### src/include/pwr_mgmt_consts.vh
// Purpose: Constants for the power management status and control block
// Assumes: AHB-Lite slave, 32-bit words, byte registers in the low bits
// Notes: Offsets are byte addresses within the block
`ifndef PWR_MGMT_CONSTS_VH
`define PWR_MGMT_CONSTS_VH

// ----------------------------------------
// Register offsets
// ----------------------------------------
`define OFS_CTRL_ONE 4'h0
`define OFS_CTRL_TWO 4'h4
`define OFS_IRQ_STATUS 4'h8
`define OFS_IRQ_ENABLE 4'hC

// ----------------------------------------
// Control one fields
// ----------------------------------------
`define BIT_DET_FLAG 7
`define BIT_DET_ACK 6
`define BIT_DET_IRQ_EN 5
`define BIT_DET_RST_EN 4
`define BIT_DET_STOP_EN 3
`define BIT_DET_EN 2
`define BIT_RESERVED_ONE 1
`define BIT_BANDGAP_EN 0
`define CTRL_ONE_RESET 8'h1C

// ----------------------------------------
// Control two fields
// ----------------------------------------
`define BIT_WARN_FLAG 7
`define BIT_WARN_ACK 6
`define BIT_DET_TRIP 5
`define BIT_WARN_TRIP 4
`define BIT_PPD_FLAG 3
`define BIT_PPD_ACK 2
`define BIT_STOP_DEPTH 0
`define CTRL_TWO_RESET 8'h00

// ----------------------------------------
// Interrupt status bits
// ----------------------------------------
`define IRQ_DETECT 0
`define IRQ_WARN 1
`define IRQ_PPD 2
`define IRQ_WIDTH 3

`endif

### src/core/power_mgmt_status_ctrl.v
// Purpose: Power management status/control registers on AHB-Lite
// Assumes: Comparator and stop inputs asynchronous; one bus clock
// Notes: Zero wait-state slave, always OKAY
// Operation
// - Detect flag sets on detect event only when detection enabled; bit 7 read-only
// - Writing 1 to detect ack clears detect flag; ack reads 0
// - Detect interrupt requested while flag set and interrupt enable is 1
// - Reset forced when flag sets, reset enable and detect enable both 1
// - Stop enable keeps detection alive in stop when 1
// - Detect enable gates the flag, reset and stop controls
// - Bit 0 enables the bandgap reference buffer
// - Warning flag is sticky while or since warning present
// - Warning ack clears flag only when no warning now present
// - Warning flag sets on trip crossing or after reset when already low
// - Detect trip select takes only first write after power-on reset
// - Warning trip select cleared by power-on reset only
// - Partial power down flag shows recovery from deep stop
// - Writing 1 to partial power down ack clears its flag
// - Stop depth control takes only first write after any reset
//
// Local design decisions: the AHB-Lite register port and the register addresses.
`include "pwr_mgmt_consts.vh"
`default_nettype none

module power_mgmt_status_ctrl (
    // Bus clock and reset
    input wire hclk,
    input wire hresetn,
    // Power-on reset indication, high for a power-on reset
    input wire por_event,
    // AHB-Lite slave
    input wire hsel,
    input wire [3:0] haddr,
    input wire [1:0] htrans,
    input wire hwrite,
    input wire [2:0] hsize,
    input wire [31:0] hwdata,
    input wire hready,
    output reg hreadyout,
    output reg hresp,
    output reg [31:0] hrdata,
    // Analog comparator and power state inputs
    input wire lv_detect_cmp,
    input wire lv_warn_cmp,
    input wire in_stop,
    input wire ppd_recovered,
    // Controls to analog and system
    output reg detect_trip_select,
    output reg warn_trip_select,
    output reg stop_depth_ctrl,
    output reg bandgap_buffer_en,
    output reg lv_detect_active,
    output reg lv_reset_req,
    output reg irq
);

    // ----------------------------------------
    // Registers
    // ----------------------------------------
    reg lv_detect_flag;
    reg lv_detect_irq_en;
    reg lv_detect_reset_en;
    reg lv_detect_stop_en;
    reg lv_detect_en;
    reg lv_warn_flag;
    reg partial_pd_flag;
    reg trip_written;
    reg depth_written;
    reg [`IRQ_WIDTH-1:0] irq_status;
    reg [`IRQ_WIDTH-1:0] irq_enable;
    reg [1:0] det_sync;
    reg [1:0] warn_sync;
    reg [1:0] stop_sync;
    reg [1:0] ppd_sync;
    reg det_prev;
    reg ppd_prev;
    reg wr_pend;
    reg [3:0] wr_addr;
    reg rst_seen;

    // Next values of the stored fields
    reg next_irq_en;
    reg next_reset_en;
    reg next_stop_en;
    reg next_det_en;
    reg next_bandgap;
    reg next_det_flag;
    reg next_warn_flag;
    reg next_ppd_flag;
    reg next_det_trip;
    reg next_warn_trip;
    reg next_trip_written;
    reg next_stop_depth;
    reg next_depth_written;
    reg [`IRQ_WIDTH-1:0] next_irq_enable;
    // Reset images of the two byte registers
    localparam [7:0] CTRL_ONE_INIT = `CTRL_ONE_RESET;
    localparam [7:0] CTRL_TWO_INIT = `CTRL_TWO_RESET;

    // Stable synchronised values
    wire det_now = det_sync[1];
    wire warn_now = warn_sync[1];
    wire stop_now = stop_sync[1];
    wire ppd_now = ppd_sync[1];

    // Bus decode
    wire addr_phase = hsel & hready & htrans[1];
    wire wr_one = wr_pend & (wr_addr == `OFS_CTRL_ONE);
    wire wr_two = wr_pend & (wr_addr == `OFS_CTRL_TWO);
    wire wr_ien = wr_pend & (wr_addr == `OFS_IRQ_ENABLE);
    wire wr_clr = wr_pend & (wr_addr == `OFS_IRQ_STATUS);

    wire detect_live = lv_detect_en & (~stop_now | lv_detect_stop_en);
    wire det_event = detect_live & det_now & ~det_prev;
    wire ppd_event = ppd_now & ~ppd_prev;
    wire det_clear = wr_one & hwdata[`BIT_DET_ACK];
    wire warn_clear = wr_two & hwdata[`BIT_WARN_ACK] & ~warn_now;
    wire ppd_clear = wr_two & hwdata[`BIT_PPD_ACK];
    wire [`IRQ_WIDTH-1:0] irq_events = {ppd_event, warn_now & ~lv_warn_flag, det_event};
    wire [`IRQ_WIDTH-1:0] irq_clr_mask = wr_clr ? hwdata[`IRQ_WIDTH-1:0] : {`IRQ_WIDTH{1'b0}};
    // Set wins over clear on the same cycle
    wire [`IRQ_WIDTH-1:0] next_irq_status = irq_events | (irq_status & ~irq_clr_mask);

    // ----------------------------------------
    // Next register values
    // ----------------------------------------
    // Shared by the registers and the read path, so a read issued in the
    // data phase of a write already returns the written value
    always @* begin
        next_irq_en = lv_detect_irq_en;
        next_reset_en = lv_detect_reset_en;
        next_stop_en = lv_detect_stop_en;
        next_det_en = lv_detect_en;
        next_bandgap = bandgap_buffer_en;
        next_det_flag = lv_detect_flag;
        next_warn_flag = lv_warn_flag;
        next_ppd_flag = partial_pd_flag;
        next_det_trip = detect_trip_select;
        next_warn_trip = warn_trip_select;
        next_trip_written = trip_written;
        next_stop_depth = stop_depth_ctrl;
        next_depth_written = depth_written;
        next_irq_enable = irq_enable;
        // Control one fields, reserved bit 1 not stored
        if (wr_one) begin
            next_irq_en = hwdata[`BIT_DET_IRQ_EN];
            next_reset_en = hwdata[`BIT_DET_RST_EN];
            next_stop_en = hwdata[`BIT_DET_STOP_EN];
            next_det_en = hwdata[`BIT_DET_EN];
            next_bandgap = hwdata[`BIT_BANDGAP_EN];
        end
        if (det_event) begin
            next_det_flag = 1'b1;
        end else if (det_clear) begin
            next_det_flag = 1'b0;
        end
        if (warn_now) begin
            next_warn_flag = 1'b1;
        end else if (warn_clear) begin
            next_warn_flag = 1'b0;
        end
        if (ppd_event) begin
            next_ppd_flag = 1'b1;
        end else if (ppd_clear) begin
            next_ppd_flag = 1'b0;
        end
        if (!rst_seen & por_event) begin
            next_det_trip = 1'b0;
            next_warn_trip = 1'b0;
            next_trip_written = 1'b0;
        end else if (wr_two) begin
            next_warn_trip = hwdata[`BIT_WARN_TRIP];
            if (!trip_written) begin
                next_det_trip = hwdata[`BIT_DET_TRIP];
                next_trip_written = 1'b1;
            end
        end
        if (wr_two & ~depth_written) begin
            next_stop_depth = hwdata[`BIT_STOP_DEPTH];
            next_depth_written = 1'b1;
        end
        // Interrupt enable register
        if (wr_ien) begin
            next_irq_enable = hwdata[`IRQ_WIDTH-1:0];
        end
    end

    // ----------------------------------------
    // Comparator and power state synchronisers
    // ----------------------------------------
    // two-stage synchronisers
    always @(posedge hclk or negedge hresetn) begin
        if (!hresetn) begin
            det_sync <= 2'h0;
            warn_sync <= 2'h0;
            stop_sync <= 2'h0;
            ppd_sync <= 2'h0;
            det_prev <= 1'b0;
            ppd_prev <= 1'b0;
        end else begin
            det_sync <= {det_sync[0], lv_detect_cmp};
            warn_sync <= {warn_sync[0], lv_warn_cmp};
            stop_sync <= {stop_sync[0], in_stop};
            ppd_sync <= {ppd_sync[0], ppd_recovered};
            det_prev <= det_now;
            ppd_prev <= ppd_now;
        end
    end

    // ----------------------------------------
    // Bus address phase capture
    // ----------------------------------------
    // Write address held for the data phase; reads answered next cycle
    always @(posedge hclk or negedge hresetn) begin
        if (!hresetn) begin
            wr_pend <= 1'b0;
            wr_addr <= 4'h0;
            hrdata <= 32'h00000000;
            hreadyout <= 1'b1;
            hresp <= 1'b0;
        end else begin
            wr_pend <= addr_phase & hwrite;
            wr_addr <= haddr;
            hreadyout <= 1'b1;
            hresp <= 1'b0;
            if (addr_phase & ~hwrite) begin
                case (haddr)
                    `OFS_CTRL_ONE: hrdata <= {24'h000000, next_det_flag, 1'b0,
                        next_irq_en, next_reset_en, next_stop_en,
                        next_det_en, 1'b0, next_bandgap};
                    `OFS_CTRL_TWO: hrdata <= {24'h000000, next_warn_flag, 1'b0,
                        next_det_trip, next_warn_trip, next_ppd_flag,
                        2'h0, next_stop_depth};
                    `OFS_IRQ_STATUS: hrdata <= {29'h0, next_irq_status};
                    `OFS_IRQ_ENABLE: hrdata <= {29'h0, next_irq_enable};
                    default: hrdata <= 32'h00000000;
                endcase
            end
        end
    end

    // ----------------------------------------
    // Control one register
    // ----------------------------------------
    // Control one storage
    always @(posedge hclk or negedge hresetn) begin
        if (!hresetn) begin
            lv_detect_irq_en <= CTRL_ONE_INIT[`BIT_DET_IRQ_EN];
            lv_detect_reset_en <= CTRL_ONE_INIT[`BIT_DET_RST_EN];
            lv_detect_stop_en <= CTRL_ONE_INIT[`BIT_DET_STOP_EN];
            lv_detect_en <= CTRL_ONE_INIT[`BIT_DET_EN];
            bandgap_buffer_en <= CTRL_ONE_INIT[`BIT_BANDGAP_EN];
        end else begin
            lv_detect_irq_en <= next_irq_en;
            lv_detect_reset_en <= next_reset_en;
            lv_detect_stop_en <= next_stop_en;
            lv_detect_en <= next_det_en;
            bandgap_buffer_en <= next_bandgap;
        end
    end

    // ----------------------------------------
    // Flags
    // ----------------------------------------
    always @(posedge hclk or negedge hresetn) begin
        if (!hresetn) begin
            lv_detect_flag <= CTRL_ONE_INIT[`BIT_DET_FLAG];
            lv_warn_flag <= CTRL_TWO_INIT[`BIT_WARN_FLAG];
            partial_pd_flag <= CTRL_TWO_INIT[`BIT_PPD_FLAG];
        end else begin
            lv_detect_flag <= next_det_flag;
            lv_warn_flag <= next_warn_flag;
            partial_pd_flag <= next_ppd_flag;
        end
    end

    // ----------------------------------------
    // Trip selects, power-on domain
    // ----------------------------------------
    // Caught while reset is held and on the first edge after release: power-on clears, other resets keep
    always @(posedge hclk or negedge hresetn) begin
        if (!hresetn) begin
            rst_seen <= 1'b0;
        end else begin
            rst_seen <= 1'b1;
        end
    end

    // Trip selects hold through every reset but power-on
    always @(posedge hclk) begin
        detect_trip_select <= next_det_trip;
        warn_trip_select <= next_warn_trip;
        trip_written <= next_trip_written;
    end

    // Stop depth cleared by every reset
    always @(posedge hclk or negedge hresetn) begin
        if (!hresetn) begin
            stop_depth_ctrl <= CTRL_TWO_INIT[`BIT_STOP_DEPTH];
            depth_written <= 1'b0;
        end else begin
            stop_depth_ctrl <= next_stop_depth;
            depth_written <= next_depth_written;
        end
    end

    // ----------------------------------------
    // Interrupt status, enable and outputs
    // ----------------------------------------
    // Set wins over clear on the same cycle
    always @(posedge hclk or negedge hresetn) begin
        if (!hresetn) begin
            irq_status <= 3'h0;
            irq_enable <= 3'h0;
            irq <= 1'b0;
            lv_reset_req <= 1'b0;
            lv_detect_active <= 1'b0;
        end else begin
            irq_status <= next_irq_status;
            irq_enable <= next_irq_enable;
            irq <= (lv_detect_irq_en & lv_detect_flag) | |(irq_status & irq_enable);
            lv_reset_req <= lv_detect_reset_en & lv_detect_en & lv_detect_flag;
            lv_detect_active <= detect_live;
        end
    end

endmodule

`default_nettype wire

### config.mk
export PLATFORM = sky130hd
export DESIGN_NAME = power_mgmt_status_ctrl
export DESIGN_NICKNAME = d
export VERILOG_FILES = /design/src/core/power_mgmt_status_ctrl.v
export VERILOG_INCLUDE_DIRS = /design/src /design/src/include
export SDC_FILE = /design/constraint.sdc
export NUM_CORES = 1
export LEC_CHECK = 0
export ABC_AREA = 1
export BUFFER_PORTS_ARGS = -buffer_cell sky130_fd_sc_hd__buf_2
export CAP_MARGIN = 20
export CELL_PAD_IN_SITES_DETAIL_PLACEMENT = 2
export CELL_PAD_IN_SITES_GLOBAL_PLACEMENT = 2
export CORE_MARGIN = 4
export CORE_UTILIZATION = 28
export CTS_CLUSTER_SIZE = 14
export DETAILED_ROUTE_END_ITERATION = 8
export PLACE_DENSITY = 0.82
export RECOVER_POWER = 25
export SETUP_SLACK_MARGIN = 0.02
export SLEW_MARGIN = 10
export SYNTH_ARGS = -nofsm -noshare
export SYNTH_HDL_FRONTEND = slang
export SYNTH_SLANG_ARGS = --single-unit
export TNS_END_PERCENT = 5
### constraint.sdc
create_clock -name hclk -period 2.23 [get_ports hclk]
set_input_delay 0.223 -clock hclk [delete_from_list [all_inputs] [get_ports hclk]]
set_output_delay 0.223 -clock hclk [all_outputs]
set_load 0.01 [all_outputs]
Yosys cells after proc, flatten, opt, wreduce, memory -nomap -nowiden
Cells that the tools add are included.

word-level totals
  bits in registers = 70
  bits of input ports = 51
  output and inout bits = 41
  word-level logic and storage cells = 93

cells by class
  equality and inequality tests = 6
  multiplexer cells = 20
  bitwise gates (word level) = 35
  reduce and logical (&&, ||, !) cells = 4

operator list
  cell                                                 number
  case mux 8 bit (4 select lines)                      1
  AND 1 bit                                            22
  two-way mux 1 bit                                    17
  equality test 4 bit, second input constant           4
  equality test 4 x 3 -> 1 bit, second input constant  2
  zero test 4 bit                                      2
  NOT 1 bit                                            7
  AND 3 bit                                            2
  two-way mux 3 bit                                    2
  NOT 3 bit                                            1
  OR 3 bit                                             1
  OR reduction 3 bit                                   1
  OR 1 bit                                             2
  zero test 1 bit                                      1

Longest topological paths before layout
  word-level depth = 7
  gate-level depth with buffers = 10
  depth with buffers taken out = 10

Worst setup path after synthesis
No wires, ideal clock.

  path kind = register to register
  start point = register wr_addr[1]
  end point = register hrdata[3]
  library setup time = 0.117 ns
  arrival time = 1.118 ns
  required time = 2.113 ns
  path slack = 0.995 ns
  stages on the path, launching flop included = 9
  path buffers = 0
  period minus slack after synthesis = 1.235 ns
  cells stage by stage = dfrtp_1 -> nor2_8 -> nand3_4 -> o21ai_0 -> o21ai_1 -> nand2_1 -> nand2_1 -> nand2_1 -> nand2_1

between the ends
  longest elaborated chain between the ends = 6
  elaborated cells between the ends (all ways) = 9
  those cells by class = 1 x eq/ne; 4 x mux; 3 x bitwise; 1 x reduce/logical

ends and longest elaborated chain
  what                                           RTL line                      text
  start, declared                                power_mgmt_status_ctrl.v:78   reg [3:0] wr_addr;
  start signal, assigned                         power_mgmt_status_ctrl.v:223  wr_addr <= haddr;
  equality test 4 x 3 -> 1 bit (no source line)  n/a
  AND 1 bit                                      power_mgmt_status_ctrl.v:109  wire wr_two = wr_pend & (wr_addr == `OFS_CTRL_TWO);
  AND 1 bit                                      power_mgmt_status_ctrl.v:118  wire ppd_clear = wr_two & hwdata[`BIT_PPD_ACK];
  two-way mux 1 bit                              power_mgmt_status_ctrl.v:164  end else if (ppd_clear) begin
  two-way mux 1 bit                              power_mgmt_status_ctrl.v:162  if (ppd_event) begin
  net next_ppd_flag                              power_mgmt_status_ctrl.v:89   reg next_ppd_flag;
  case mux 8 bit (4 select lines)                power_mgmt_status_ctrl.v:227  case (haddr)
  end signal, assigned                           power_mgmt_status_ctrl.v:228  `OFS_CTRL_ONE: hrdata <= {24'h000000, next_det_flag, 1'b0,
  end signal, assigned                           power_mgmt_status_ctrl.v:231  `OFS_CTRL_TWO: hrdata <= {24'h000000, next_warn_flag, 1'b0,
  end signal, assigned                           power_mgmt_status_ctrl.v:234  `OFS_IRQ_STATUS: hrdata <= {29'h0, next_irq_status};
  end, declared                                  power_mgmt_status_ctrl.v:41   output reg [31:0] hrdata,

The timed path passes the listed nets, and every way through them passes these cells.
A chain may end at the register's enable or synchronous reset.

==> impl_metrics.toml <==
[min_path]
hold_path_end = "det_sync[0]$_DFF_PN0_"
min_from = "lv_detect_cmp"
hold_class = "in -> reg"
hold_path_depth = 1

[floorplan]
die_h_um = 93.3
io_pins = 92
core_area_sq_um = 6940
num_rows = 30
dieArea_sq_um = 8710
die_w_um = 93.3
initial_utilization_pct = 29.4

[worst_setup_path]
r2r_start = "wr_addr[1]$_DFF_PN0_"
path_max_fanout = 26
r2r-end = "hrdata[0]$_DFFE_PN0P_"
worstSetupStartpointType = "primary input"
cp.arrival_ns = 1.91
cp-startpoint = "hresetn"
worst_setup_path_end_kind = "asynchronous set/reset pin"
worst_ep_required_time_ns = 2.65
r2r_cells = 9
crit_type = "in -> async"
r2r_slack_ns = 0.76

[sta]
rsz0062_at_grt = "no"
setup_ws_ns = 0.742
hold_viol = 0
tns_ns = 0
finalClockSkew_ns = 0.00883
finalSetupViolations = 0
period_needed_ns = 1.49
slew_headroom_pct = 38.0
worst_slew_pin_slew_ns = 0.930
max_freq_ghz = 0.672
whs_ns = 0.0212
fin_crit_sh_pct = 66.7
drv_slew = 0

[global_route]
grt_max_degree = 27
gr-total-overflow = 0
globalRoute.busiestLayer = "met2"
grtUsageMet1_pct = 13.8
grt_pass1_vias = 1639
grt_antenna_before_repair = 0
grt_use_met3_pct = 2.98
grt_use_met2_pct = 21.1
grt_pass1_wl_mm = 8.07
track_usage_pct = 11.8

[logic_synthesis]
ys_types = 28
synth.cell_area_sq_um = 2040
syn-mean-instance-area_sq_um = 9.27
yosysSeqAreaShare_pct = 54.7
ys_seq_elements = 45
synth_warnings = 0
syn_inst = 220

[pwr]
sw_frac_of_total_pct = 28.4
clock_power_share_pct = 31.9
finalPower_mw = 1.63
switching_power_mw = 0.464
power_frac_seq_pct = 55.7
pwr_density_cell_nw_per_um2 = 698
power_leakage_nw = 1.22
comb_power_share_pct = 12.4
p_int_mw = 1.17
vdd_drop_max_mv = 0.192

[cts]
cts-root-buf = "clkbuf_8"
h-tree-depth = 2
cts_tree = "done"
clkLatencyLatePin_ns = 0.30
clkTransAtPathRegs_ns = 0.09
cts-buffers-inserted = 5
cts.sinks = 45
cts_setup_buffers = 0
clockBufferDepth = 2

[drt]
drcViolationCount = 0
drt_iter0_markers = 36
drt_wl_total_mm = 4.86
wl_per_cell_um = 13.5
dr.pass1.iters = 4
vias = 1487
antenna_left = 0
vias_per_cell = 4.12

[finish]
final_common_cell = "nand2_1"
multi_input_area_sq_um = 711
fillers = 818
area_growth_pct = 14.8
stdcell_count = 361
seqCellArea_sq_um = 1110
n_antenna_cell = 0
drive_gt1_share_pct = 21.1
final_cell_mix = "59 x nand2_1, 39 x dfrtp_1, 30 x buf_2"
fin_nets = 315

[placement]
dp_hpwl_mm = 3.83
dp_slack_ns = 0.732
place_inst = 351
gp_congestion = 0.742
port_buffers = 35

[flow_run]
cap_viol_max_count = 0

[status]
outcome = "complete, no violations"
[cell usage after synthesis (all sizes together)]
cell | number | area [sq um]
dfrtp | 39 | 976
clkinv | 1 | 3.75
o21bai | 2 | 15.0
nand3b | 1 | 7.51
nor3 | 4 | 35.0
buf | 27 | 203
or2 | 1 | 6.26
nor2 | 10 | 63.8
and3 | 1 | 6.26
a21oi | 4 | 27.5
inv | 28 | 105
conb | 2 | 7.51
nand2 | 59 | 221
dfxtp | 3 | 60.1
o21ai | 11 | 62.6
and2 | 5 | 31.3
nand3 | 12 | 85.1
nand4 | 7 | 43.8
dfstp | 3 | 78.8
[layout make-up]
class	count	area share (%)
timing repair buffer	38	8.39
inverter	29	4.65
sequential	45	47.6
tap	96	5.13
clock inverter	3	0.909
multi-input combinational	145	30.4
clock buffer	5	2.94
[worst max-delay path by stage]
stage / to / slack (ns) / cells past startpoint
after floorplan: hrdata[3]$_DFFE_PN0P_ / 0.99 / 8
after global placement: hrdata[2]$_DFFE_PN0P_ / 0.78 / 10
after detailed placement: hrdata[2]$_DFFE_PN0P_ / 0.73 / 10
after CTS: hrdata[2]$_DFFE_PN0P_ / 0.75 / 9
after global routing: lv_detect_reset_en$_DFF_PN1_ / 0.49 / 3
final: lv_detect_reset_en$_DFF_PN1_ / 0.74 / 3
[power by group through the flow]
stage	clock network, mW	logic [mW]	registers, mW
final	0.521	0.202	0.910
after CTS	0.546	0.204	0.911
after floorplan	0	0.141	0.929
after global placement	0	0.195	0.922
after global routing	0.588	0.230	0.918
after detailed placement	0	0.201	0.926
[through the flow]
stage | area, sq um | utilization (%)
finish | 2340 | 33.7
global route | 2340 | 33.7
CTS | 2340 | 33.7
detailed placement | 2240 | 32.2
global placement | 2240 | 32.2
floorplan | 2140 | -
[registers in the layout, indices dropped and copies added, names as in the netlist, 2 cells and up]
register	cells
irq_status	3
warn_sync	2
wr_addr	4
det_sync	2
stop_sync	2
ppd_sync	2
hrdata	7
irq_enable	3
[logic make-up after synthesis]
logic type | share of synthesized area (%)
compound gates | 5.15
buf+inv | 15.3
flops | 54.7
other cells | 0.368
simple gates | 24.5
[worst max-delay path: stages]
cell and delay [ns]:
dlygate4sd3_1 0.52, clkbuf_1 0.69, buf_4 0.46
[repair_timing]
action | 4_1_cts | 5_1_grt
resized for setup | 0 | 0
hold buffers | 1 | 1
endpoints found under the hold margin | 14 | 1
[metal layers]
metal  part of all wire [%]  routed length [um]
met2                     53                2560
met3                    4.3                 211
met5                      0                   0
met4                    1.6                  78
met1                     41                2010
(Power assumes the default switching activity.)
